[src/rtl/aodt_consts.svh]
`ifndef AODT_CONSTS_SVH
`define AODT_CONSTS_SVH

// ****************************************************************
// Clock and field positions.
// ****************************************************************
`define AODT_CLK_PERIOD_NS 25
`define AODT_CYC_W 7
`define AODT_W_BIT 0
`define AODT_S_BIT 1
`define AODT_REG_MSB 5
`define AODT_REG_LSB 3
`define AODT_MOD_MSB 7
`define AODT_MOD_LSB 6
`define AODT_MOD_REG 2'h3

// ****************************************************************
// Opcodes and reg field codes.
// ****************************************************************
`define AODT_OPC_GRP3 7'h7b
`define AODT_OPC_AAA 8'h37
`define AODT_OPC_DAA 8'h27
`define AODT_OPC_AAS 8'h3f
`define AODT_OPC_DAS 8'h2f
`define AODT_OPC_IMMUL 6'h1a
`define AODT_OPC_SH_ONE 7'h68
`define AODT_OPC_SH_CL 7'h69
`define AODT_OPC_SH_CNT 7'h60
`define AODT_REG_NEGATE 3'h3
`define AODT_REG_UMUL 3'h4
`define AODT_REG_SMUL 3'h5
`define AODT_REG_UDIVIDE 3'h6
`define AODT_REG_SDIVIDE 3'h7

// ****************************************************************
// Cycle counts.
// ****************************************************************
`define AODT_NEG_REG 7'h03
`define AODT_NEG_MEM 7'h0a
`define AODT_AAA 7'h08
`define AODT_DAA 7'h04
`define AODT_AAS 7'h07
`define AODT_DAS 7'h04
`define AODT_UM_RB_MIN 7'h1a
`define AODT_UM_RB_MAX 7'h1c
`define AODT_UM_RW_MIN 7'h23
`define AODT_UM_RW_MAX 7'h25
`define AODT_UM_MB_MIN 7'h20
`define AODT_UM_MB_MAX 7'h22
`define AODT_UM_MW_MIN 7'h29
`define AODT_UM_MW_MAX 7'h2b
`define AODT_UM_MW_MAX8 7'h30
`define AODT_SM_RB_MIN 7'h19
`define AODT_SM_RB_MAX 7'h1c
`define AODT_SM_RW_MIN 7'h22
`define AODT_SM_RW_MAX 7'h25
`define AODT_SM_MB_MIN 7'h1f
`define AODT_SM_MB_MIN8 7'h20
`define AODT_SM_MB_MAX 7'h22
`define AODT_SM_MW_MIN 7'h28
`define AODT_SM_MW_MAX 7'h2b
`define AODT_SI_R_MIN 7'h16
`define AODT_SI_R_MAX 7'h19
`define AODT_SI_M_MIN 7'h1d
`define AODT_SI_M_MAX 7'h20
`define AODT_UD_RB 7'h1d
`define AODT_UD_RW 7'h26
`define AODT_UD_MB 7'h23
`define AODT_UD_MW 7'h2c
`define AODT_SD_RB_MIN 7'h2c
`define AODT_SD_RB_MAX 7'h34
`define AODT_SD_RW_MIN 7'h35
`define AODT_SD_RW_MAX 7'h3d
`define AODT_SD_MB_MIN 7'h32
`define AODT_SD_MB_MAX 7'h3a
`define AODT_SD_MW_MIN 7'h3b
`define AODT_SD_MW_MAX 7'h43
`define AODT_XFER_EXTRA 7'h04
`define AODT_ONE 7'h01

`endif

[src/rtl/aodt_pkg.sv]
package aodt_pkg;

    typedef enum logic [3:0] {
        op_none,
        op_negate_operand,
        op_ascii_adjust_after_add,
        op_decimal_adjust_after_add,
        op_ascii_adjust_after_sub,
        op_decimal_adjust_after_sub,
        op_unsigned_multiply,
        op_signed_multiply,
        op_signed_multiply_imm,
        op_unsigned_divide,
        op_signed_divide,
        op_shift_rotate
    } aodt_op_t;

    typedef enum logic [2:0] {
        sh_none,
        sh_rotate_left,
        sh_rotate_right,
        sh_rotate_carry_left,
        sh_rotate_carry_right,
        sh_shift_left,
        sh_shift_right_logic,
        sh_shift_right_arith
    } aodt_shift_t;

    typedef struct packed {
        logic [7:0] opcode;
        logic [7:0] modrm;
    } aodt_instr_t;

    typedef struct packed {
        aodt_op_t op;
        aodt_shift_t shift;
        logic word;
        logic mem;
        logic has_modrm;
        logic [1:0] imm_bytes;
        logic illegal;
    } aodt_decode_t;

    typedef struct packed {
        logic [6:0] min;
        logic [6:0] max;
    } aodt_timing_t;

endpackage

[src/rtl/aodt_cycle_table.sv]
`timescale 1ns/10ps
`include "aodt_consts.svh"

module aodt_cycle_table (
    input wire aodt_pkg::aodt_decode_t i_decode,
    input wire logic i_bus8,
    output aodt_pkg::aodt_timing_t o_timing
);

    function automatic logic [6:0] pick(
        input logic word,
        input logic mem,
        input logic [6:0] rb,
        input logic [6:0] rw,
        input logic [6:0] mb,
        input logic [6:0] mw
    );
        logic [1:0] sel;
        sel = {mem, word};
        unique case (sel)
            2'h0: pick = rb;
            2'h1: pick = rw;
            2'h2: pick = mb;
            2'h3: pick = mw;
        endcase
    endfunction

    logic w;
    logic m;
    logic [6:0] extra;

    assign w = i_decode.word;
    assign m = i_decode.mem;

    always_comb begin
        extra = 7'h00;
        o_timing.min = `AODT_ONE;
        o_timing.max = `AODT_ONE;
        unique case (i_decode.op)
            aodt_pkg::op_negate_operand: begin
                // Read and write of a word on the byte bus.
                extra = (w && m && i_bus8) ? (`AODT_XFER_EXTRA << 1) : 7'h00;
                o_timing.min = (m ? `AODT_NEG_MEM : `AODT_NEG_REG) + extra;
                o_timing.max = o_timing.min;
            end
            aodt_pkg::op_ascii_adjust_after_add: begin
                o_timing.min = `AODT_AAA;
                o_timing.max = `AODT_AAA;
            end
            aodt_pkg::op_decimal_adjust_after_add: begin
                o_timing.min = `AODT_DAA;
                o_timing.max = `AODT_DAA;
            end
            aodt_pkg::op_ascii_adjust_after_sub: begin
                o_timing.min = `AODT_AAS;
                o_timing.max = `AODT_AAS;
            end
            aodt_pkg::op_decimal_adjust_after_sub: begin
                o_timing.min = `AODT_DAS;
                o_timing.max = `AODT_DAS;
            end
            aodt_pkg::op_unsigned_multiply: begin
                o_timing.min = pick(w, m, `AODT_UM_RB_MIN, `AODT_UM_RW_MIN,
                    `AODT_UM_MB_MIN, `AODT_UM_MW_MIN);
                o_timing.max = pick(w, m, `AODT_UM_RB_MAX, `AODT_UM_RW_MAX,
                    `AODT_UM_MB_MAX,
                    i_bus8 ? `AODT_UM_MW_MAX8 : `AODT_UM_MW_MAX);
            end
            aodt_pkg::op_signed_multiply: begin
                o_timing.min = pick(w, m, `AODT_SM_RB_MIN, `AODT_SM_RW_MIN,
                    i_bus8 ? `AODT_SM_MB_MIN8 : `AODT_SM_MB_MIN,
                    `AODT_SM_MW_MIN);
                o_timing.max = pick(w, m, `AODT_SM_RB_MAX, `AODT_SM_RW_MAX,
                    `AODT_SM_MB_MAX, `AODT_SM_MW_MAX);
            end
            aodt_pkg::op_signed_multiply_imm: begin
                extra = (m && i_bus8) ? `AODT_XFER_EXTRA : 7'h00;
                o_timing.min = (m ? `AODT_SI_M_MIN : `AODT_SI_R_MIN) + extra;
                o_timing.max = (m ? `AODT_SI_M_MAX : `AODT_SI_R_MAX) + extra;
            end
            aodt_pkg::op_unsigned_divide: begin
                o_timing.min = pick(w, m, `AODT_UD_RB, `AODT_UD_RW,
                    `AODT_UD_MB, `AODT_UD_MW);
                o_timing.max = o_timing.min;
            end
            aodt_pkg::op_signed_divide: begin
                o_timing.min = pick(w, m, `AODT_SD_RB_MIN, `AODT_SD_RW_MIN,
                    `AODT_SD_MB_MIN, `AODT_SD_MW_MIN);
                o_timing.max = pick(w, m, `AODT_SD_RB_MAX, `AODT_SD_RW_MAX,
                    `AODT_SD_MB_MAX, `AODT_SD_MW_MAX);
            end
            default: begin
                o_timing.min = `AODT_ONE;
                o_timing.max = `AODT_ONE;
            end
        endcase
    end

endmodule // aodt_cycle_table

[src/rtl/aodt_decoder.sv]
`timescale 1ns/10ps
`include "aodt_consts.svh"

module aodt_decoder (
    input wire logic i_clock,
    input wire logic i_rst_n,
    input wire logic i_bus8,
    input wire logic i_instr_valid,
    input wire aodt_pkg::aodt_instr_t i_instr,
    output logic o_instr_ready,
    output aodt_pkg::aodt_decode_t o_decode,
    output aodt_pkg::aodt_timing_t o_timing,
    output logic o_busy,
    output logic o_done,
    output logic o_bus8
);

    // ****************************************************************
    // Helper functions.
    // ****************************************************************

    function automatic logic [2:0] reg_field(input logic [7:0] modrm);
        reg_field = modrm[`AODT_REG_MSB:`AODT_REG_LSB];
    endfunction

    function automatic logic is_memory(input logic [7:0] modrm);
        is_memory = (modrm[`AODT_MOD_MSB:`AODT_MOD_LSB] != `AODT_MOD_REG);
    endfunction

    function automatic logic is_shift(input logic [7:0] opcode);
        logic [6:0] top;
        top = opcode[7:1];
        is_shift = (top == `AODT_OPC_SH_ONE) ||
            (top == `AODT_OPC_SH_CL) ||
            (top == `AODT_OPC_SH_CNT);
    endfunction

    // ****************************************************************
    // Bus width strap synchroniser.
    // ****************************************************************

    logic bus8_s1;
    logic bus8_s2;
    logic bus8_s3;
    logic bus8;
    logic next_bus8;

    always_comb begin
        next_bus8 = bus8;
        if (bus8_s2 == bus8_s3) begin
            next_bus8 = bus8_s3;
        end
    end

    always_ff @(posedge i_clock or negedge i_rst_n) begin
        if (!i_rst_n) begin
            bus8_s1 <= 1'b0;
            bus8_s2 <= 1'b0;
            bus8_s3 <= 1'b0;
            bus8 <= 1'b0;
        end else begin
            bus8_s1 <= i_bus8;
            bus8_s2 <= bus8_s1;
            bus8_s3 <= bus8_s2;
            bus8 <= next_bus8;
        end
    end

    assign o_bus8 = bus8;

    // ****************************************************************
    // Opcode decode.
    // ****************************************************************

    aodt_pkg::aodt_decode_t dec;
    logic [7:0] opc;
    logic [7:0] mrm;
    logic [2:0] rf;

    assign opc = i_instr.opcode;
    assign mrm = i_instr.modrm;
    assign rf = reg_field(i_instr.modrm);

    always_comb begin
        dec.op = aodt_pkg::op_none;
        dec.shift = aodt_pkg::sh_none;
        dec.word = opc[`AODT_W_BIT];
        dec.mem = 1'b0;
        dec.has_modrm = 1'b0;
        dec.imm_bytes = 2'h0;
        dec.illegal = 1'b0;
        if (opc[7:1] == `AODT_OPC_GRP3) begin
            dec.has_modrm = 1'b1;
            dec.mem = is_memory(mrm);
            unique case (rf)
                `AODT_REG_NEGATE: begin
                    dec.op = aodt_pkg::op_negate_operand;
                end
                `AODT_REG_UMUL: begin
                    dec.op = aodt_pkg::op_unsigned_multiply;
                end
                `AODT_REG_SMUL: begin
                    dec.op = aodt_pkg::op_signed_multiply;
                end
                `AODT_REG_UDIVIDE: begin
                    dec.op = aodt_pkg::op_unsigned_divide;
                end
                `AODT_REG_SDIVIDE: begin
                    dec.op = aodt_pkg::op_signed_divide;
                end
                default: begin
                    dec.op = aodt_pkg::op_none;
                end
            endcase
        end else if (opc[7:2] == `AODT_OPC_IMMUL && opc[0]) begin
            dec.op = aodt_pkg::op_signed_multiply_imm;
            dec.word = 1'b1;
            dec.has_modrm = 1'b1;
            dec.mem = is_memory(mrm);
            // One data byte when sign extended, two otherwise.
            dec.imm_bytes = opc[`AODT_S_BIT] ? 2'h1 : 2'h2;
        end else if (opc == `AODT_OPC_AAA) begin
            dec.op = aodt_pkg::op_ascii_adjust_after_add;
            dec.word = 1'b0;
        end else if (opc == `AODT_OPC_DAA) begin
            dec.op = aodt_pkg::op_decimal_adjust_after_add;
            dec.word = 1'b0;
        end else if (opc == `AODT_OPC_AAS) begin
            dec.op = aodt_pkg::op_ascii_adjust_after_sub;
            dec.word = 1'b0;
        end else if (opc == `AODT_OPC_DAS) begin
            dec.op = aodt_pkg::op_decimal_adjust_after_sub;
            dec.word = 1'b0;
        end else if (is_shift(opc)) begin
            dec.op = aodt_pkg::op_shift_rotate;
            dec.has_modrm = 1'b1;
            dec.mem = is_memory(mrm);
            dec.imm_bytes = (opc[7:1] == `AODT_OPC_SH_CNT) ? 2'h1 : 2'h0;
            unique case (rf)
                3'h0: dec.shift = aodt_pkg::sh_rotate_left;
                3'h1: dec.shift = aodt_pkg::sh_rotate_right;
                3'h2: dec.shift = aodt_pkg::sh_rotate_carry_left;
                3'h3: dec.shift = aodt_pkg::sh_rotate_carry_right;
                3'h4: dec.shift = aodt_pkg::sh_shift_left;
                3'h5: dec.shift = aodt_pkg::sh_shift_right_logic;
                3'h7: dec.shift = aodt_pkg::sh_shift_right_arith;
                default: begin
                    dec.shift = aodt_pkg::sh_none;
                    dec.illegal = 1'b1;
                end
            endcase
        end else begin
            dec.word = 1'b0;
        end
        if (dec.op == aodt_pkg::op_none && opc[7:1] == `AODT_OPC_GRP3) begin
            dec.illegal = 1'b0;
        end
    end

    // ****************************************************************
    // Cycle table.
    // ****************************************************************

    aodt_pkg::aodt_timing_t tim;

    aodt_cycle_table u_table (
        .i_decode(dec),
        .i_bus8(bus8),
        .o_timing(tim)
    );

    // ****************************************************************
    // Execution sequencer.
    // ****************************************************************

    typedef enum logic {
        st_idle,
        st_exec
    } aodt_state_t;

    aodt_state_t state;
    aodt_state_t next_state;
    logic [`AODT_CYC_W-1:0] count;
    logic [`AODT_CYC_W-1:0] next_count;
    aodt_pkg::aodt_decode_t decode;
    aodt_pkg::aodt_decode_t next_decode;
    aodt_pkg::aodt_timing_t timing;
    aodt_pkg::aodt_timing_t next_timing;
    logic done;
    logic next_done;
    logic take;

    assign take = i_instr_valid && (state == st_idle);

    always_comb begin
        next_state = state;
        next_count = count;
        next_decode = decode;
        next_timing = timing;
        next_done = 1'b0;
        unique case (state)
            st_idle: begin
                if (take) begin
                    next_decode = dec;
                    next_timing = tim;
                    // Worst case cycle count is spent.
                    next_count = tim.max;
                    next_state = st_exec;
                end
            end
            st_exec: begin
                if (count == `AODT_ONE) begin
                    next_done = 1'b1;
                    next_state = st_idle;
                    next_count = 7'h00;
                end else begin
                    next_count = count - `AODT_ONE;
                end
            end
        endcase
    end

    always_ff @(posedge i_clock or negedge i_rst_n) begin
        if (!i_rst_n) begin
            state <= st_idle;
            count <= 7'h00;
            decode <= '0;
            timing <= '0;
            done <= 1'b0;
        end else begin
            state <= next_state;
            count <= next_count;
            decode <= next_decode;
            timing <= next_timing;
            done <= next_done;
        end
    end

    // ****************************************************************
    // Outputs.
    // ****************************************************************

    assign o_instr_ready = (state == st_idle);
    assign o_busy = (state == st_exec);
    assign o_done = done;
    assign o_decode = decode;
    assign o_timing = timing;

endmodule // aodt_decoder

[config.mk]
export PLATFORM = sky130hd
export DESIGN_NAME = aodt_decoder
export DESIGN_NICKNAME = d
export VERILOG_FILES = /design/src/rtl/aodt_pkg.sv /design/src/rtl/aodt_cycle_table.sv /design/src/rtl/aodt_decoder.sv
export VERILOG_INCLUDE_DIRS = /design/src /design/src/rtl
export SDC_FILE = /design/constraint.sdc
export NUM_CORES = 1
export LEC_CHECK = 0
export BUFFER_PORTS_ARGS = -buffer_cell sky130_fd_sc_hd__buf_2
export CAP_MARGIN = 20
export CORE_ASPECT_RATIO = 1.2
export CORE_UTILIZATION = 40
export CTS_CLUSTER_DIAMETER = 150
export DETAILED_ROUTE_END_ITERATION = 10
export PLACE_DENSITY = 0.63
export SETUP_SLACK_MARGIN = 0.15
export SYNTH_ARGS = -nofsm -noshare
export SYNTH_HDL_FRONTEND = slang
export SYNTH_HIERARCHICAL = 1
export SYNTH_SLANG_ARGS = --single-unit
[constraint.sdc]
create_clock -name i_clock -period 2.6 [get_ports i_clock]
set_input_delay 0.26 -clock i_clock [delete_from_list [all_inputs] [get_ports i_clock]]
set_output_delay 0.26 -clock i_clock [all_outputs]
set_load 0.005 [all_outputs]
==> results of run 1 <==
[state kept, by name, indices dropped and copies added, names as in the netlist]
name      flops
o_timing     14
o_decode     13
count         7
bus8_s1       1
bus8_s2       1
bus8_s3       1
o_bus8        1
o_busy        1
o_done        1
[worst paths after layout]
kind	startpoint	end	slack (ns)
worst max-delay path	i_instr[10]	o_timing[10]$_DFFE_PN0P_	-0.12
worst min-delay path	i_bus8	bus8_s1$_DFF_PN0_	0.06
worst max register to register	o_bus8$_DFFE_PN0N_	o_timing[10]$_DFFE_PN0P_	0.75
worst min register to register	bus8_s1$_DFF_PN0_	bus8_s2$_DFF_PN0_	0.35
max in group asynchronous	i_rst_n	o_decode[11]$_DFFE_PN0P_	1.96
min in group asynchronous	i_rst_n	o_timing[5]$_DFFE_PN0P_	0.07
[worst reg2reg max path: stages, from the launching register on]
cell	delay, ns
sky130_fd_sc_hd__dfrtp_1	0.39
sky130_fd_sc_hd__nand2_2	0.09
sky130_fd_sc_hd__inv_2	0.04
sky130_fd_sc_hd__ha_4	0.20
sky130_fd_sc_hd__nor4bb_4	0.14
sky130_fd_sc_hd__a21oi_2	0.16
sky130_fd_sc_hd__a21oi_1	0.10
sky130_fd_sc_hd__or3_1	0.36
sky130_fd_sc_hd__mux2_4	0.27
[stage by stage]
| stage | std cells | utilization | power (mW) | area [sq um] |
|---|---|---|---|---|
| finish | 468 | 0.585 | 2.02 | 3770 |
| global route | 468 | 0.585 | 2.15 | 3770 |
| CTS | 464 | 0.556 | 2.01 | 3580 |
| detailed placement | 454 | 0.524 | 1.46 | 3380 |
| global placement | 454 | 0.524 | 1.44 | 3380 |
| floorplan | 285 | - | 1.23 | 2710 |
[where the power goes]
part | internal (mW) | leakage, nW | switching (mW)
Combinational | 0.318 | 1.20 | 0.280
Clock | 0.314 | 0.0614 | 0.227
Sequential | 0.767 | 0.517 | 0.113
[metal layers]
| metal | vias to the layer above | GRT usage | share of wire |
|---|---|---|---|
| met5 | - | 0 | 0 |
| met4 | 0 | 0.101 | 0.030 |
| met3 | 19 | 0.0269 | 0.038 |
| met2 | 67 | 0.357 | 0.49 |
| met1 | 1217 | 0.300 | 0.44 |
| li1 | 1215 | - | - |
[repair_timing]
action                                  in CTS  in global routing
resized for setup                           16                 35
pin swaps                                    5                 20
setup buffers                                2                  4
endpoints found under the setup margin      13                 16
[cells in the final DEF, fill, tap and decap left out, drive strengths merged, types with 2 or more instances in the layout]
master	n
a211o	2
a211oi	2
a21oi	22
a31oi	2
buf	106
clkbuf	6
dfrtp	40
ha	9
inv	10
mux2	21
mux2i	10
nand2	28
nand2b	9
nand3	5
nand3b	5
nand4b	4
nor2	20
nor2b	11
nor3	5
nor3b	3
o21ai	11
o21bai	2
o22ai	6
o31a	2
o31ai	3
or3	3
or3b	2
xnor2	3
xor2	4
[cell type report]
type | count | area, sq um
Inverter | 10 | 37.5
Sequential cell | 40 | 1000
Clock buffer | 6 | 82.6
Multi-Input combinational cell | 219 | 1790
Clock inverter | 2 | 38.8
Fill cell | 578 | 2670
Timing Repair Buffer | 106 | 718
Tap cell | 85 | 106
==> flow_summary.html, run 1 <==
<table>
<tr><th>Metric</th><th>Value</th></tr>
<tr><th colspan="2">Critical path</th></tr>
<tr><td>Crit end category</td><td>register</td></tr>
<tr><td>Startpoint type of the worst setup path</td><td>primary input</td></tr>
<tr><td>Required time at the worst-slack endpoint</td><td>2.79 ns</td></tr>
<tr><td>Worst-path fanout max</td><td>3</td></tr>
<tr><td>Worst-path cell with the longest stage delay</td><td>sky130_fd_sc_hd__or3b_4</td></tr>
<tr><td>Buffers and inverters on the worst path</td><td>3</td></tr>
<tr><td>Stages on the worst setup path</td><td>14</td></tr>
<tr><td>Kind of critical path</td><td>primary input to register</td></tr>
<tr><td>Crit path largest cell delay</td><td>0.41 ns</td></tr>
<tr><td>R2r worst-path depth</td><td>8</td></tr>
<tr><td>CP top delay family</td><td>simple AND/OR/NAND/NOR gates</td></tr>
<tr><td>Cells traversed along the worst timing path</td><td>buf_6, or3b_4, nor3_4, buf_4, o31a_1, ha_2, nand2_2, inv_2, ha_4, nor4bb_4, a21oi_2, a21oi_1, or3_1, mux2_4</td></tr>
<tr><td>Signal arrival time at the worst endpoint</td><td>2.91 ns</td></tr>
<tr><th colspan="2">Route</th></tr>
<tr><td>Starting DRT DRC Count</td><td>118</td></tr>
<tr><td>DRC violations left</td><td>0</td></tr>
<tr><td>Detailed-router iteration count before antenna repair</td><td>4</td></tr>
<tr><td>Wire length reported by the detailed router</td><td>approximately 7500 um</td></tr>
<tr><td>Via-per-instance ratio</td><td>5.38</td></tr>
<tr><td>Total via count after detailed routing</td><td>about 2.5k</td></tr>
<tr><td>Number of nets still failing antenna checks after routing</td><td>0</td></tr>
<tr><td>Routed wire per std cell</td><td>16.1 um</td></tr>
<tr><th colspan="2">STA</th></tr>
<tr><td>Total negative slack for setup checks</td><td>-0.292 ns</td></tr>
<tr><td>Worst clock skew</td><td>0.0119 ns</td></tr>
<tr><td>Max-slew violation count</td><td>0</td></tr>
<tr><td>Final setup vio count</td><td>5</td></tr>
<tr><td>Slew at the pin with the worst max-slew slack</td><td>0.883 ns</td></tr>
<tr><td>Achievable clock frequency</td><td>around 370 MHz</td></tr>
<tr><td>Worst rel slew slack</td><td>0.411</td></tr>
<tr><td>Worst hold margin</td><td>0.0610 ns</td></tr>
<tr><td>Hold violation count in the final report</td><td>0</td></tr>
<tr><td>Fin crit share</td><td>1.05</td></tr>
<tr><td>Setup repair after global routing missed its margin</td><td>yes</td></tr>
<tr><td>Final worst slack</td><td>-0.117 ns</td></tr>
<tr><td>Final critical delay including setup and external delays</td><td>2.72 ns</td></tr>
<tr><th colspan="2">Floorplan</th></tr>
<tr><td>Starting Density</td><td>0.416</td></tr>
<tr><td>Die area</td><td>7030 sq um</td></tr>
<tr><td>Area of the core region</td><td>6450 sq um</td></tr>
<tr><td>Top Ports</td><td>51</td></tr>
<tr><td>Number of placement rows</td><td>32</td></tr>
<tr><td>Die width</td><td>roughly 77 um</td></tr>
<tr><td>Floorplan die height</td><td>slightly above 90 um</td></tr>
<tr><th colspan="2">Pwr</th></tr>
<tr><td>Maximum vdd ir drop</td><td>0.000516 V</td></tr>
<tr><td>Areal power density over the cells</td><td>approximately 540 nW/um^2</td></tr>
<tr><td>Static leakage</td><td>1.78 nW</td></tr>
<tr><th colspan="2">Clock tree</th></tr>
<tr><td>Clock latency on the worst-skew pair</td><td>0.30 ns</td></tr>
<tr><td>Inserted Clock Buffers</td><td>5</td></tr>
<tr><td>Clk slew on worst S/H paths</td><td>roughly 0.090 ns</td></tr>
<tr><td>Buffers from clock root to sink, at most</td><td>2</td></tr>
<tr><td>Number of sinks handled by clock tree synthesis</td><td>40</td></tr>
<tr><td>TritonCTS clock tree</td><td>done</td></tr>
<tr><td>Number of hold buffers added after CTS</td><td>0</td></tr>
<tr><td>CTS root buf</td><td>sky130_fd_sc_hd__clkbuf_8</td></tr>
<tr><td>H-tree levels</td><td>2</td></tr>
<tr><th colspan="2">Logic synthesis</th></tr>
<tr><td>Per-instance average area after synthesis</td><td>roughly 9.4 sq um</td></tr>
<tr><td>Mapped Area</td><td>2680 sq um</td></tr>
<tr><td>Synthesized netlist cell count</td><td>285</td></tr>
<tr><td>Synthesized netlist net count</td><td>314</td></tr>
<tr><td>Synth warnings</td><td>6</td></tr>
<tr><th colspan="2">Placed design</th></tr>
<tr><td>Hpwl dp</td><td>5400 um</td></tr>
<tr><td>Count of buffers from port buffering</td><td>47</td></tr>
<tr><td>Placer's final routability congestion estimate</td><td>around 0.86</td></tr>
<tr><td>Post-placement setup slack</td><td>-0.452 ns</td></tr>
<tr><th colspan="2">Cells and area</th></tr>
<tr><td>Share of post-route cells with drive strength above 1</td><td>0.478</td></tr>
<tr><td>Net count of the finished layout</td><td>411</td></tr>
<tr><td>Area Growth Syn to Fin</td><td>40.8%</td></tr>
<tr><td>Antenna diodes</td><td>0</td></tr>
<tr><th colspan="2">Global route</th></tr>
<tr><td>Final global-route overflow total</td><td>0</td></tr>
<tr><td>Tot GR Track Use</td><td>0.223</td></tr>
<tr><td>Largest net degree at the start of global routing</td><td>a little over 40</td></tr>
<tr><td>Number of antenna violations at the first check in global routing</td><td>0</td></tr>
<tr><td>Vias in the first global route</td><td>2516</td></tr>
<tr><td>Global-route wire length before repair</td><td>between 10000 and 15000 um</td></tr>
<tr><th colspan="2">Worst hold path</th></tr>
<tr><td>Hold path depth</td><td>1</td></tr>
<tr><td>Path category of the worst min-delay check</td><td>primary input to register</td></tr>
<tr><th colspan="2">Outcome</th></tr>
<tr><td>Run status</td><td>finished with violations</td></tr>
<tr><td>Failing checks</td><td>setup timing</td></tr>
<tr><th colspan="2">Flow run</th></tr>
<tr><td>Max-Cap Viols</td><td>0</td></tr>
</table>
Power figures use the tool's default switching activity.
==> run 2: changes to the inputs <==
CORE_ASPECT_RATIO = unset   (was 1.2)
CORE_MARGIN = 2   (was unset)
==> flow_summary.html, run 2 (synthesized netlist as in run 1, its figures left out) <==
<table>
<tr><th>Metric</th><th>Value</th></tr>
<tr><th colspan="2">Outcome</th></tr>
<tr><td>Run status</td><td>finished with violations (unchanged)</td></tr>
<tr><td>Failing checks</td><td>setup timing (unchanged)</td></tr>
<tr><th colspan="2">Worst hold path</th></tr>
<tr><td>Critical hold path startpoint</td><td>i_bus8 (unchanged)</td></tr>
<tr><td>Hold path depth</td><td>1 (unchanged)</td></tr>
<tr><td>Path category of the worst min-delay check</td><td>primary input to register (unchanged)</td></tr>
<tr><td>Worst min-delay path endpoint</td><td>bus8_s1$_DFF_PN0_ (unchanged)</td></tr>
<tr><th colspan="2">Floorplan</th></tr>
<tr><td>Die area</td><td>7370 sq um (was 7030 sq um)</td></tr>
<tr><td>Starting Density</td><td>0.417 (was 0.416)</td></tr>
<tr><td>Top Ports</td><td>51 (unchanged)</td></tr>
<tr><td>Floorplan die height</td><td>85.9 um (was 91.7 um)</td></tr>
<tr><td>Die width</td><td>85.9 um (was 76.7 um)</td></tr>
<tr><td>Area of the core region</td><td>6420 sq um (was 6450 sq um)</td></tr>
<tr><td>Number of placement rows</td><td>29 (was 32)</td></tr>
<tr><th colspan="2">Route</th></tr>
<tr><td>Starting DRT DRC Count</td><td>138 (was 118)</td></tr>
<tr><td>Total via count after detailed routing</td><td>2494 (was 2518)</td></tr>
<tr><td>Detailed-router iteration count before antenna repair</td><td>6 (was 4)</td></tr>
<tr><td>Number of nets still failing antenna checks after routing</td><td>0 (unchanged)</td></tr>
<tr><td>Wire length reported by the detailed router</td><td>7080 um (was 7540 um)</td></tr>
<tr><td>Via-per-instance ratio</td><td>5.41 (was 5.38)</td></tr>
<tr><td>DRC violations left</td><td>0 (unchanged)</td></tr>
<tr><td>Routed wire per std cell</td><td>15.4 um (was 16.1 um)</td></tr>
<tr><th colspan="2">Clock tree</th></tr>
<tr><td>Clock latency on the worst-skew pair</td><td>0.29 ns (was 0.30 ns)</td></tr>
<tr><td>Buffers from clock root to sink, at most</td><td>2 (unchanged)</td></tr>
<tr><td>Number of hold buffers added after CTS</td><td>0 (unchanged)</td></tr>
<tr><td>Clk slew on worst S/H paths</td><td>0.08 ns (was 0.09 ns)</td></tr>
<tr><td>Number of sinks handled by clock tree synthesis</td><td>40 (unchanged)</td></tr>
<tr><td>Inserted Clock Buffers</td><td>5 (unchanged)</td></tr>
<tr><td>H-tree levels</td><td>2 (unchanged)</td></tr>
<tr><td>TritonCTS clock tree</td><td>done (unchanged)</td></tr>
<tr><td>CTS root buf</td><td>sky130_fd_sc_hd__clkbuf_8 (unchanged)</td></tr>
<tr><th colspan="2">Critical path</th></tr>
<tr><td>Kind of critical path</td><td>primary input to register (unchanged)</td></tr>
<tr><td>Worst r2r dst</td><td>o_timing[3]$_DFFE_PN0P_ (was o_timing[10]$_DFFE_PN0P_)</td></tr>
<tr><td>Required time at the worst-slack endpoint</td><td>2.78 ns (was 2.79 ns)</td></tr>
<tr><td>Worst-path cell with the longest stage delay</td><td>sky130_fd_sc_hd__or3b_4 (unchanged)</td></tr>
<tr><td>Startpoint type of the worst setup path</td><td>primary input (unchanged)</td></tr>
<tr><td>Worst-path fanout max</td><td>4 (was 3)</td></tr>
<tr><td>R2r worst-path depth</td><td>8 (unchanged)</td></tr>
<tr><td>Most used cell along the critical path</td><td>sky130_fd_sc_hd__a21oi_1</td></tr>
<tr><td>Buffers and inverters on the worst path</td><td>3 (unchanged)</td></tr>
<tr><td>Crit path largest cell delay</td><td>0.41 ns (about the same)</td></tr>
<tr><td>Crit end category</td><td>register (unchanged)</td></tr>
<tr><td>Worst-case register-to-register setup slack</td><td>0.78 ns (was 0.75 ns)</td></tr>
<tr><td>CP top delay family</td><td>compound AO/OA/AOI/OAI gates (was simple AND/OR/NAND/NOR gates)</td></tr>
<tr><td>Signal arrival time at the worst endpoint</td><td>2.82 ns (was 2.91 ns)</td></tr>
<tr><td>Stages on the worst setup path</td><td>14 (unchanged)</td></tr>
<tr><td>Startpoint of the most critical register-to-register path</td><td>o_bus8$_DFFE_PN0N_ (unchanged)</td></tr>
<tr><td>Cells traversed along the worst timing path</td><td>buf_6, or3b_4, nor3_4, buf_4, o31a_1, ha_2, nand2_2, inv_2, ha_4, nor4bb_1, a21oi_1, a21oi_1, a2111o_1, mux2_4 (was buf_6, or3b_4, nor3_4, buf_4, o31a_1, ha_2, nand2_2, inv_2, ha_4, nor4bb_4, a21oi_2, a21oi_1, or3_1, mux2_4)</td></tr>
<tr><th colspan="2">Global route</th></tr>
<tr><td>Global routing met1 resource utilization</td><td>0.283 (was 0.300)</td></tr>
<tr><td>Tot GR Track Use</td><td>0.198 (was 0.223)</td></tr>
<tr><td>Vias in the first global route</td><td>2358 (was 2516)</td></tr>
<tr><td>Layer with the highest usage after global routing</td><td>met2 (unchanged)</td></tr>
<tr><td>Largest net degree at the start of global routing</td><td>41 (unchanged)</td></tr>
<tr><td>Global-route wire length before repair</td><td>11600 um (was 12300 um)</td></tr>
<tr><td>Final global-route overflow total</td><td>0 (unchanged)</td></tr>
<tr><td>Met2 Track Usage GR</td><td>0.309 (was 0.357)</td></tr>
<tr><td>Grt met3 use</td><td>0.0337 (was 0.0269)</td></tr>
<tr><td>Number of antenna violations at the first check in global routing</td><td>0 (unchanged)</td></tr>
<tr><th colspan="2">STA</th></tr>
<tr><td>Fin crit share</td><td>1.01 (was 1.05)</td></tr>
<tr><td>Final setup vio count</td><td>2 (was 5)</td></tr>
<tr><td>Setup repair after global routing missed its margin</td><td>yes (unchanged)</td></tr>
<tr><td>Worst clock skew</td><td>0.0108 ns (was 0.0119 ns)</td></tr>
<tr><td>Max-slew violation count</td><td>0 (unchanged)</td></tr>
<tr><td>Hold violation count in the final report</td><td>0 (unchanged)</td></tr>
<tr><td>Final worst slack</td><td>-0.0354 ns (was -0.117 ns)</td></tr>
<tr><td>Achievable clock frequency</td><td>379 MHz (was 368 MHz)</td></tr>
<tr><td>Final critical delay including setup and external delays</td><td>2.64 ns (was 2.72 ns)</td></tr>
<tr><td>Worst rel slew slack</td><td>0.385 (was 0.411)</td></tr>
<tr><td>Slew at the pin with the worst max-slew slack</td><td>0.923 ns (was 0.883 ns)</td></tr>
<tr><th colspan="2">Cells and area</th></tr>
<tr><td>Antenna diodes</td><td>0 (unchanged)</td></tr>
<tr><td>Max reg flops</td><td>14 (unchanged)</td></tr>
<tr><td>Share of post-route cells with drive strength above 1</td><td>0.464 (was 0.478)</td></tr>
<tr><td>Commonest non-fill, non-tap cell in the layout</td><td>sky130_fd_sc_hd__buf_4 (unchanged)</td></tr>
<tr><td>Most frequent cells in the layout</td><td>53 x sky130_fd_sc_hd__buf_4, 45 x sky130_fd_sc_hd__buf_2, 40 x sky130_fd_sc_hd__dfrtp_1, 22 x sky130_fd_sc_hd__nand2_1, 20 x sky130_fd_sc_hd__a21oi_1 (was 54 x sky130_fd_sc_hd__buf_4, 45 x sky130_fd_sc_hd__buf_2, 40 x sky130_fd_sc_hd__dfrtp_1, 24 x sky130_fd_sc_hd__nand2_1)</td></tr>
<tr><td>Area Growth Syn to Fin</td><td>39.5% (was 40.8%)</td></tr>
<tr><td>Net count of the finished layout</td><td>412 (was 411)</td></tr>
<tr><th colspan="2">Pwr</th></tr>
<tr><td>Maximum vdd ir drop</td><td>0.000341 V (was 0.000516 V)</td></tr>
<tr><td>Static leakage</td><td>1.78 nW (about the same)</td></tr>
<tr><td>Areal power density over the cells</td><td>543 nW/um^2 (was 535 nW/um^2)</td></tr>
<tr><td>Total Power Consumption</td><td>2.03 mW (was 2.02 mW)</td></tr>
<tr><th colspan="2">Placed design</th></tr>
<tr><td>Count of buffers from port buffering</td><td>47 (unchanged)</td></tr>
<tr><td>Placer's final routability congestion estimate</td><td>0.927 (was 0.864)</td></tr>
<tr><td>Hpwl dp</td><td>5220 um (was 5400 um)</td></tr>
<tr><td>Post-placement setup slack</td><td>-0.395 ns (was -0.452 ns)</td></tr>
<tr><th colspan="2">Flow run</th></tr>
<tr><td>Max-Cap Viols</td><td>0 (unchanged)</td></tr>
</table>
run 2: area by class of cell:
class                           instances  area (sq um)
Fill cell                             548          2680
Multi-Input combinational cell        219          1740
Sequential cell                        40          1000
Timing Repair Buffer                  107           742
Tap cell                               77          96.3
Clock buffer                            6          82.6
Clock inverter                          2          38.8
Inverter                               10          37.5
run 2: layer usage:
metal	up-vias	part of all wire
li1	1218	-
met2	47	0.47
met4	0	0.013
met5	-	0
met1	1220	0.48
met3	9	0.040
run 2: report_power, final:
| part | internal [mW] | leakage (nW) | switching [mW] |
|---|---|---|---|
| Sequential | 0.767 | 0.517 | 0.117 |
| Clock | 0.314 | 0.0614 | 0.219 |
| Combinational | 0.333 | 1.20 | 0.281 |
run 2: timing repair:
item                       4_1_cts  5_1_grt
gates resized for setup         24       20
setup endpoints to repair       12       18
buffers inserted                 2        3
hold endpoints to repair         0        0
pin swaps                        6       10
run 2: stage by stage:
stage | instances | area [sq um] | setup TNS, ns | util | hold slack [ns]
after floorplan | 285 | 2710 | -2.14 | - | -0.0356
after global placement | 448 | 3390 | -3.63 | 0.528 | 0.332
after detailed placement | 448 | 3390 | -4.23 | 0.528 | 0.351
after CTS | 458 | 3640 | -0.0221 | 0.567 | 0.0674
after global routing | 461 | 3740 | -0.735 | 0.582 | 0.0626
final | 461 | 3740 | -0.0377 | 0.582 | 0.0768
run 2: worst max-delay path by stage:
stage | startpoint | end
detailed placement | i_instr[12] | o_timing[8]$_DFFE_PN0P_
global route | i_instr[12] | o_timing[10]$_DFFE_PN0P_
finish | i_instr[12] | o_timing[3]$_DFFE_PN0P_
global placement | i_instr[12] | o_timing[8]$_DFFE_PN0P_
CTS | i_instr[12] | o_timing[3]$_DFFE_PN0P_
floorplan | i_instr[12] | o_timing[8]$_DFFE_PN0P_
run 2: worst register-to-register path, stage by stage (launching register included):
cell and delay, ns:
sky130_fd_sc_hd__dfrtp_1 0.40, sky130_fd_sc_hd__nand2_2 0.08, sky130_fd_sc_hd__inv_2 0.04, sky130_fd_sc_hd__ha_4 0.20, sky130_fd_sc_hd__nor4bb_1 0.13, sky130_fd_sc_hd__a21oi_1 0.18
sky130_fd_sc_hd__a21oi_1 0.12, sky130_fd_sc_hd__a2111o_1 0.32, sky130_fd_sc_hd__mux2_4 0.26
==> run 3: changes to the inputs <==
CORE_UTILIZATION = 30   (was 40)
PLACE_DENSITY = 0.5   (was 0.63)
==> flow_summary.html, run 3 (synthesized netlist as in run 1, its figures left out) <==
<table>
<tr><th>Metric</th><th>Value</th></tr>
<tr><th colspan="2">Floorplan</th></tr>
<tr><td>Floorplan die height</td><td>98.5 um (was 85.9 um)</td></tr>
<tr><td>Number of placement rows</td><td>34 (was 29)</td></tr>
<tr><td>Die area</td><td>9710 sq um (was 7370 sq um)</td></tr>
<tr><td>Area of the core region</td><td>8680 sq um (was 6420 sq um)</td></tr>
<tr><td>Die width</td><td>98.5 um (was 85.9 um)</td></tr>
<tr><td>Starting Density</td><td>0.309 (was 0.417)</td></tr>
<tr><td>Top Ports</td><td>51 (unchanged)</td></tr>
<tr><th colspan="2">Clock tree</th></tr>
<tr><td>Buffers from clock root to sink, at most</td><td>2 (unchanged)</td></tr>
<tr><td>Clk slew on worst S/H paths</td><td>0.08 ns (about the same)</td></tr>
<tr><td>Inserted Clock Buffers</td><td>5 (unchanged)</td></tr>
<tr><td>CTS root buf</td><td>sky130_fd_sc_hd__clkbuf_8 (unchanged)</td></tr>
<tr><td>Clock latency on the worst-skew pair</td><td>0.29 ns (about the same)</td></tr>
<tr><td>H-tree levels</td><td>2 (unchanged)</td></tr>
<tr><td>TritonCTS clock tree</td><td>done (unchanged)</td></tr>
<tr><td>Number of sinks handled by clock tree synthesis</td><td>40 (unchanged)</td></tr>
<tr><th colspan="2">Critical path</th></tr>
<tr><td>Stages on the worst setup path</td><td>14 (unchanged)</td></tr>
<tr><td>CP top delay family</td><td>simple AND/OR/NAND/NOR gates (was compound AO/OA/AOI/OAI gates)</td></tr>
<tr><td>Kind of critical path</td><td>primary input to register (unchanged)</td></tr>
<tr><td>Cells traversed along the worst timing path</td><td>buf_6, or3b_4, nor3_4, buf_4, o31a_1, ha_2, nand2_2, inv_2, ha_4, nor4bb_4, a21oi_2, a21oi_1, or3_1, mux2_4 (was buf_6, or3b_4, nor3_4, buf_4, o31a_1, ha_2, nand2_2, inv_2, ha_4, nor4bb_1, a21oi_1, a21oi_1, a2111o_1, mux2_4)</td></tr>
<tr><td>Buffers and inverters on the worst path</td><td>3 (unchanged)</td></tr>
<tr><td>Startpoint of the most critical register-to-register path</td><td>o_bus8$_DFFE_PN0N_ (unchanged)</td></tr>
<tr><td>Crit path largest cell delay</td><td>0.40 ns (was 0.41 ns)</td></tr>
<tr><td>R2r worst-path depth</td><td>8 (unchanged)</td></tr>
<tr><td>Crit end category</td><td>register (unchanged)</td></tr>
<tr><td>Worst-path cell with the longest stage delay</td><td>sky130_fd_sc_hd__or3b_4 (unchanged)</td></tr>
<tr><td>Signal arrival time at the worst endpoint</td><td>2.83 ns (was 2.82 ns)</td></tr>
<tr><td>Source of the critical timing path</td><td>i_instr[12] (unchanged)</td></tr>
<tr><td>Required time at the worst-slack endpoint</td><td>2.78 ns (about the same)</td></tr>
<tr><td>Worst-case register-to-register setup slack</td><td>0.75 ns (was 0.78 ns)</td></tr>
<tr><td>Worst-path fanout max</td><td>4 (unchanged)</td></tr>
<tr><td>Endpoint of the most critical setup path</td><td>o_timing[10]$_DFFE_PN0P_ (was o_timing[3]$_DFFE_PN0P_)</td></tr>
<tr><td>Worst r2r dst</td><td>o_timing[10]$_DFFE_PN0P_ (was o_timing[3]$_DFFE_PN0P_)</td></tr>
<tr><td>Startpoint type of the worst setup path</td><td>primary input (unchanged)</td></tr>
<tr><th colspan="2">Cells and area</th></tr>
<tr><td>Most frequent cells in the layout</td><td>65 x sky130_fd_sc_hd__buf_4, 45 x sky130_fd_sc_hd__buf_2, 40 x sky130_fd_sc_hd__dfrtp_1, 25 x sky130_fd_sc_hd__nand2_1, 19 x sky130_fd_sc_hd__nor2_1 (was 53 x sky130_fd_sc_hd__buf_4, 45 x sky130_fd_sc_hd__buf_2, 40 x sky130_fd_sc_hd__dfrtp_1, 22 x sky130_fd_sc_hd__nand2_1, 20 x sky130_fd_sc_hd__a21oi_1)</td></tr>
<tr><td>Commonest non-fill, non-tap cell in the layout</td><td>sky130_fd_sc_hd__buf_4 (unchanged)</td></tr>
<tr><td>Net count of the finished layout</td><td>420 (was 412)</td></tr>
<tr><td>Max reg flops</td><td>14 (unchanged)</td></tr>
<tr><td>Area Growth Syn to Fin</td><td>40.1% (was 39.5%)</td></tr>
<tr><td>Share of post-route cells with drive strength above 1</td><td>0.465 (was 0.464)</td></tr>
<tr><td>Antenna diodes</td><td>0 (unchanged)</td></tr>
<tr><th colspan="2">Route</th></tr>
<tr><td>Wire length reported by the detailed router</td><td>7820 um (was 7080 um)</td></tr>
<tr><td>Routed wire per std cell</td><td>15.7 um (was 15.4 um)</td></tr>
<tr><td>Top routing layer used</td><td>met4 (unchanged)</td></tr>
<tr><td>Number of nets still failing antenna checks after routing</td><td>0 (unchanged)</td></tr>
<tr><td>DRC violations left</td><td>0 (unchanged)</td></tr>
<tr><td>DR WL met2</td><td>3730 um (was 3320 um)</td></tr>
<tr><td>Total via count after detailed routing</td><td>2544 (was 2494)</td></tr>
<tr><td>Starting DRT DRC Count</td><td>92 (was 138)</td></tr>
<tr><td>Amount of wire on met3 after detailed routing</td><td>226 um (was 284 um)</td></tr>
<tr><td>Detailed-router iteration count before antenna repair</td><td>4 (was 6)</td></tr>
<tr><td>Via-per-instance ratio</td><td>5.10 (was 5.41)</td></tr>
<tr><td>Post-Route M1 WL</td><td>3690 um (was 3390 um)</td></tr>
<tr><th colspan="2">STA</th></tr>
<tr><td>Worst clock skew</td><td>0.00438 ns (was 0.0108 ns)</td></tr>
<tr><td>Setup repair after global routing missed its margin</td><td>yes (unchanged)</td></tr>
<tr><td>Total negative slack for setup checks</td><td>-0.194 ns (was -0.0377 ns)</td></tr>
<tr><td>Final worst slack</td><td>-0.0532 ns (was -0.0354 ns)</td></tr>
<tr><td>Final critical delay including setup and external delays</td><td>2.65 ns (was 2.64 ns)</td></tr>
<tr><td>Hold violation count in the final report</td><td>0 (unchanged)</td></tr>
<tr><td>Final setup vio count</td><td>5 (was 2)</td></tr>
<tr><td>Max-slew violation count</td><td>0 (unchanged)</td></tr>
<tr><td>Slew at the pin with the worst max-slew slack</td><td>0.938 ns (was 0.923 ns)</td></tr>
<tr><td>Achievable clock frequency</td><td>377 MHz (was 379 MHz)</td></tr>
<tr><td>Fin crit share</td><td>1.02 (was 1.01)</td></tr>
<tr><td>Worst rel slew slack</td><td>0.375 (was 0.385)</td></tr>
<tr><th colspan="2">Pwr</th></tr>
<tr><td>Static leakage</td><td>1.81 nW (was 1.78 nW)</td></tr>
<tr><td>Total Power Consumption</td><td>1.93 mW (was 2.03 mW)</td></tr>
<tr><td>Areal power density over the cells</td><td>515 nW/um^2 (was 543 nW/um^2)</td></tr>
<tr><td>Maximum vdd ir drop</td><td>0.000254 V (was 0.000341 V)</td></tr>
<tr><th colspan="2">Flow run</th></tr>
<tr><td>Max-Cap Viols</td><td>0 (unchanged)</td></tr>
<tr><th colspan="2">Outcome</th></tr>
<tr><td>Failing checks</td><td>setup timing (unchanged)</td></tr>
<tr><td>Run status</td><td>finished with violations (unchanged)</td></tr>
<tr><th colspan="2">Global route</th></tr>
<tr><td>Number of antenna violations at the first check in global routing</td><td>0 (unchanged)</td></tr>
<tr><td>Vias in the first global route</td><td>2673 (was 2358)</td></tr>
<tr><td>Largest net degree at the start of global routing</td><td>41 (unchanged)</td></tr>
<tr><td>Final global-route overflow total</td><td>0 (unchanged)</td></tr>
<tr><td>Tot GR Track Use</td><td>0.166 (was 0.198)</td></tr>
<tr><td>Global-route wire length before repair</td><td>13100 um (was 11600 um)</td></tr>
<tr><th colspan="2">Placed design</th></tr>
<tr><td>Count of buffers from port buffering</td><td>47 (unchanged)</td></tr>
<tr><td>Hpwl dp</td><td>5740 um (was 5220 um)</td></tr>
<tr><td>Placer's final routability congestion estimate</td><td>0.902 (was 0.927)</td></tr>
<tr><th colspan="2">Worst hold path</th></tr>
<tr><td>Path category of the worst min-delay check</td><td>primary input to register (unchanged)</td></tr>
</table>
-- run 3: changes by cell type in the layout (fill, tap and decap cells not counted), sizes merged --
cell and change:
buf +8, bufinv -1, clkbuf +1, clkinv -1
-- run 3: worst reg2reg max path, delay by kind of cell (launching register included) --
kind | cells | cell delay (ns)
simple gates | 3 | 0.61
flops | 1 | 0.41
mux | 1 | 0.26
compound gates | 2 | 0.22
fa+ha+maj | 1 | 0.19
buf+inv | 1 | 0.04
-- run 3: repair_timing --
item / CTS / global route
pin swaps: 5 / 5
buffers inserted: 4 / 4
setup endpoints to repair: 15 / 17
resized for setup: 14 / 23
hold buffers: 0 / 0
-- run 3: layout make-up --
| cell class | count | area (sq um) |
|---|---|---|
| well taps | 108 | 135 |
| inverters | 10 | 40.0 |
| flip-flops and latches | 40 | 1000 |
| repair buffers | 115 | 769 |
| fillers | 875 | 4920 |
| clock buffers | 7 | 96.3 |
| multi-input cells | 219 | 1710 |
-- run 3: worst min path at each step --
| stage | from | end | slack [ns] | cells past startpoint |
|---|---|---|---|---|
| global route | i_bus8 | bus8_s1$_DFF_PN0_ | 0.06 | 1 |
| floorplan | i_rst_n | bus8_s1$_DFF_PN0_ | -0.04 | 0 |
| global placement | bus8_s1$_DFF_PN0_ | bus8_s2$_DFF_PN0_ | 0.33 | 0 |
| CTS | i_bus8 | bus8_s1$_DFF_PN0_ | 0.07 | 1 |
| detailed placement | bus8_s1$_DFF_PN0_ | bus8_s2$_DFF_PN0_ | 0.33 | 0 |
| finish | i_bus8 | bus8_s1$_DFF_PN0_ | 0.08 | 1 |
-- run 3: power by group --
| group | switching [mW] | total, mW | internal [mW] |
|---|---|---|---|
| clock network | 0.217 | 0.454 | 0.237 |
| registers | 0.113 | 0.880 | 0.767 |
| logic | 0.277 | 0.599 | 0.322 |
-- run 3: metrics by stage --
step | area [sq um] | util | std cells | worst slack (ns) | hold slack [ns]
2_1_floorplan | 2710 | - | 285 | -0.328 | -0.0356
3_3_place_gp | 3440 | 0.397 | 484 | -0.488 | 0.334
3_5_place_dp | 3440 | 0.397 | 484 | -0.529 | 0.335
4_1_cts | 3620 | 0.417 | 495 | -0.0626 | 0.0676
5_1_grt | 3750 | 0.433 | 499 | -0.174 | 0.0646
6_report | 3750 | 0.433 | 499 | -0.0532 | 0.0771
-- run 3: metal layers --
metal	vias to the layer above	track usage
met2	53	0.274
met1	1246	0.222
met4	0	0.0632
li1	1233	-
met3	12	0.0213
met5	-	0
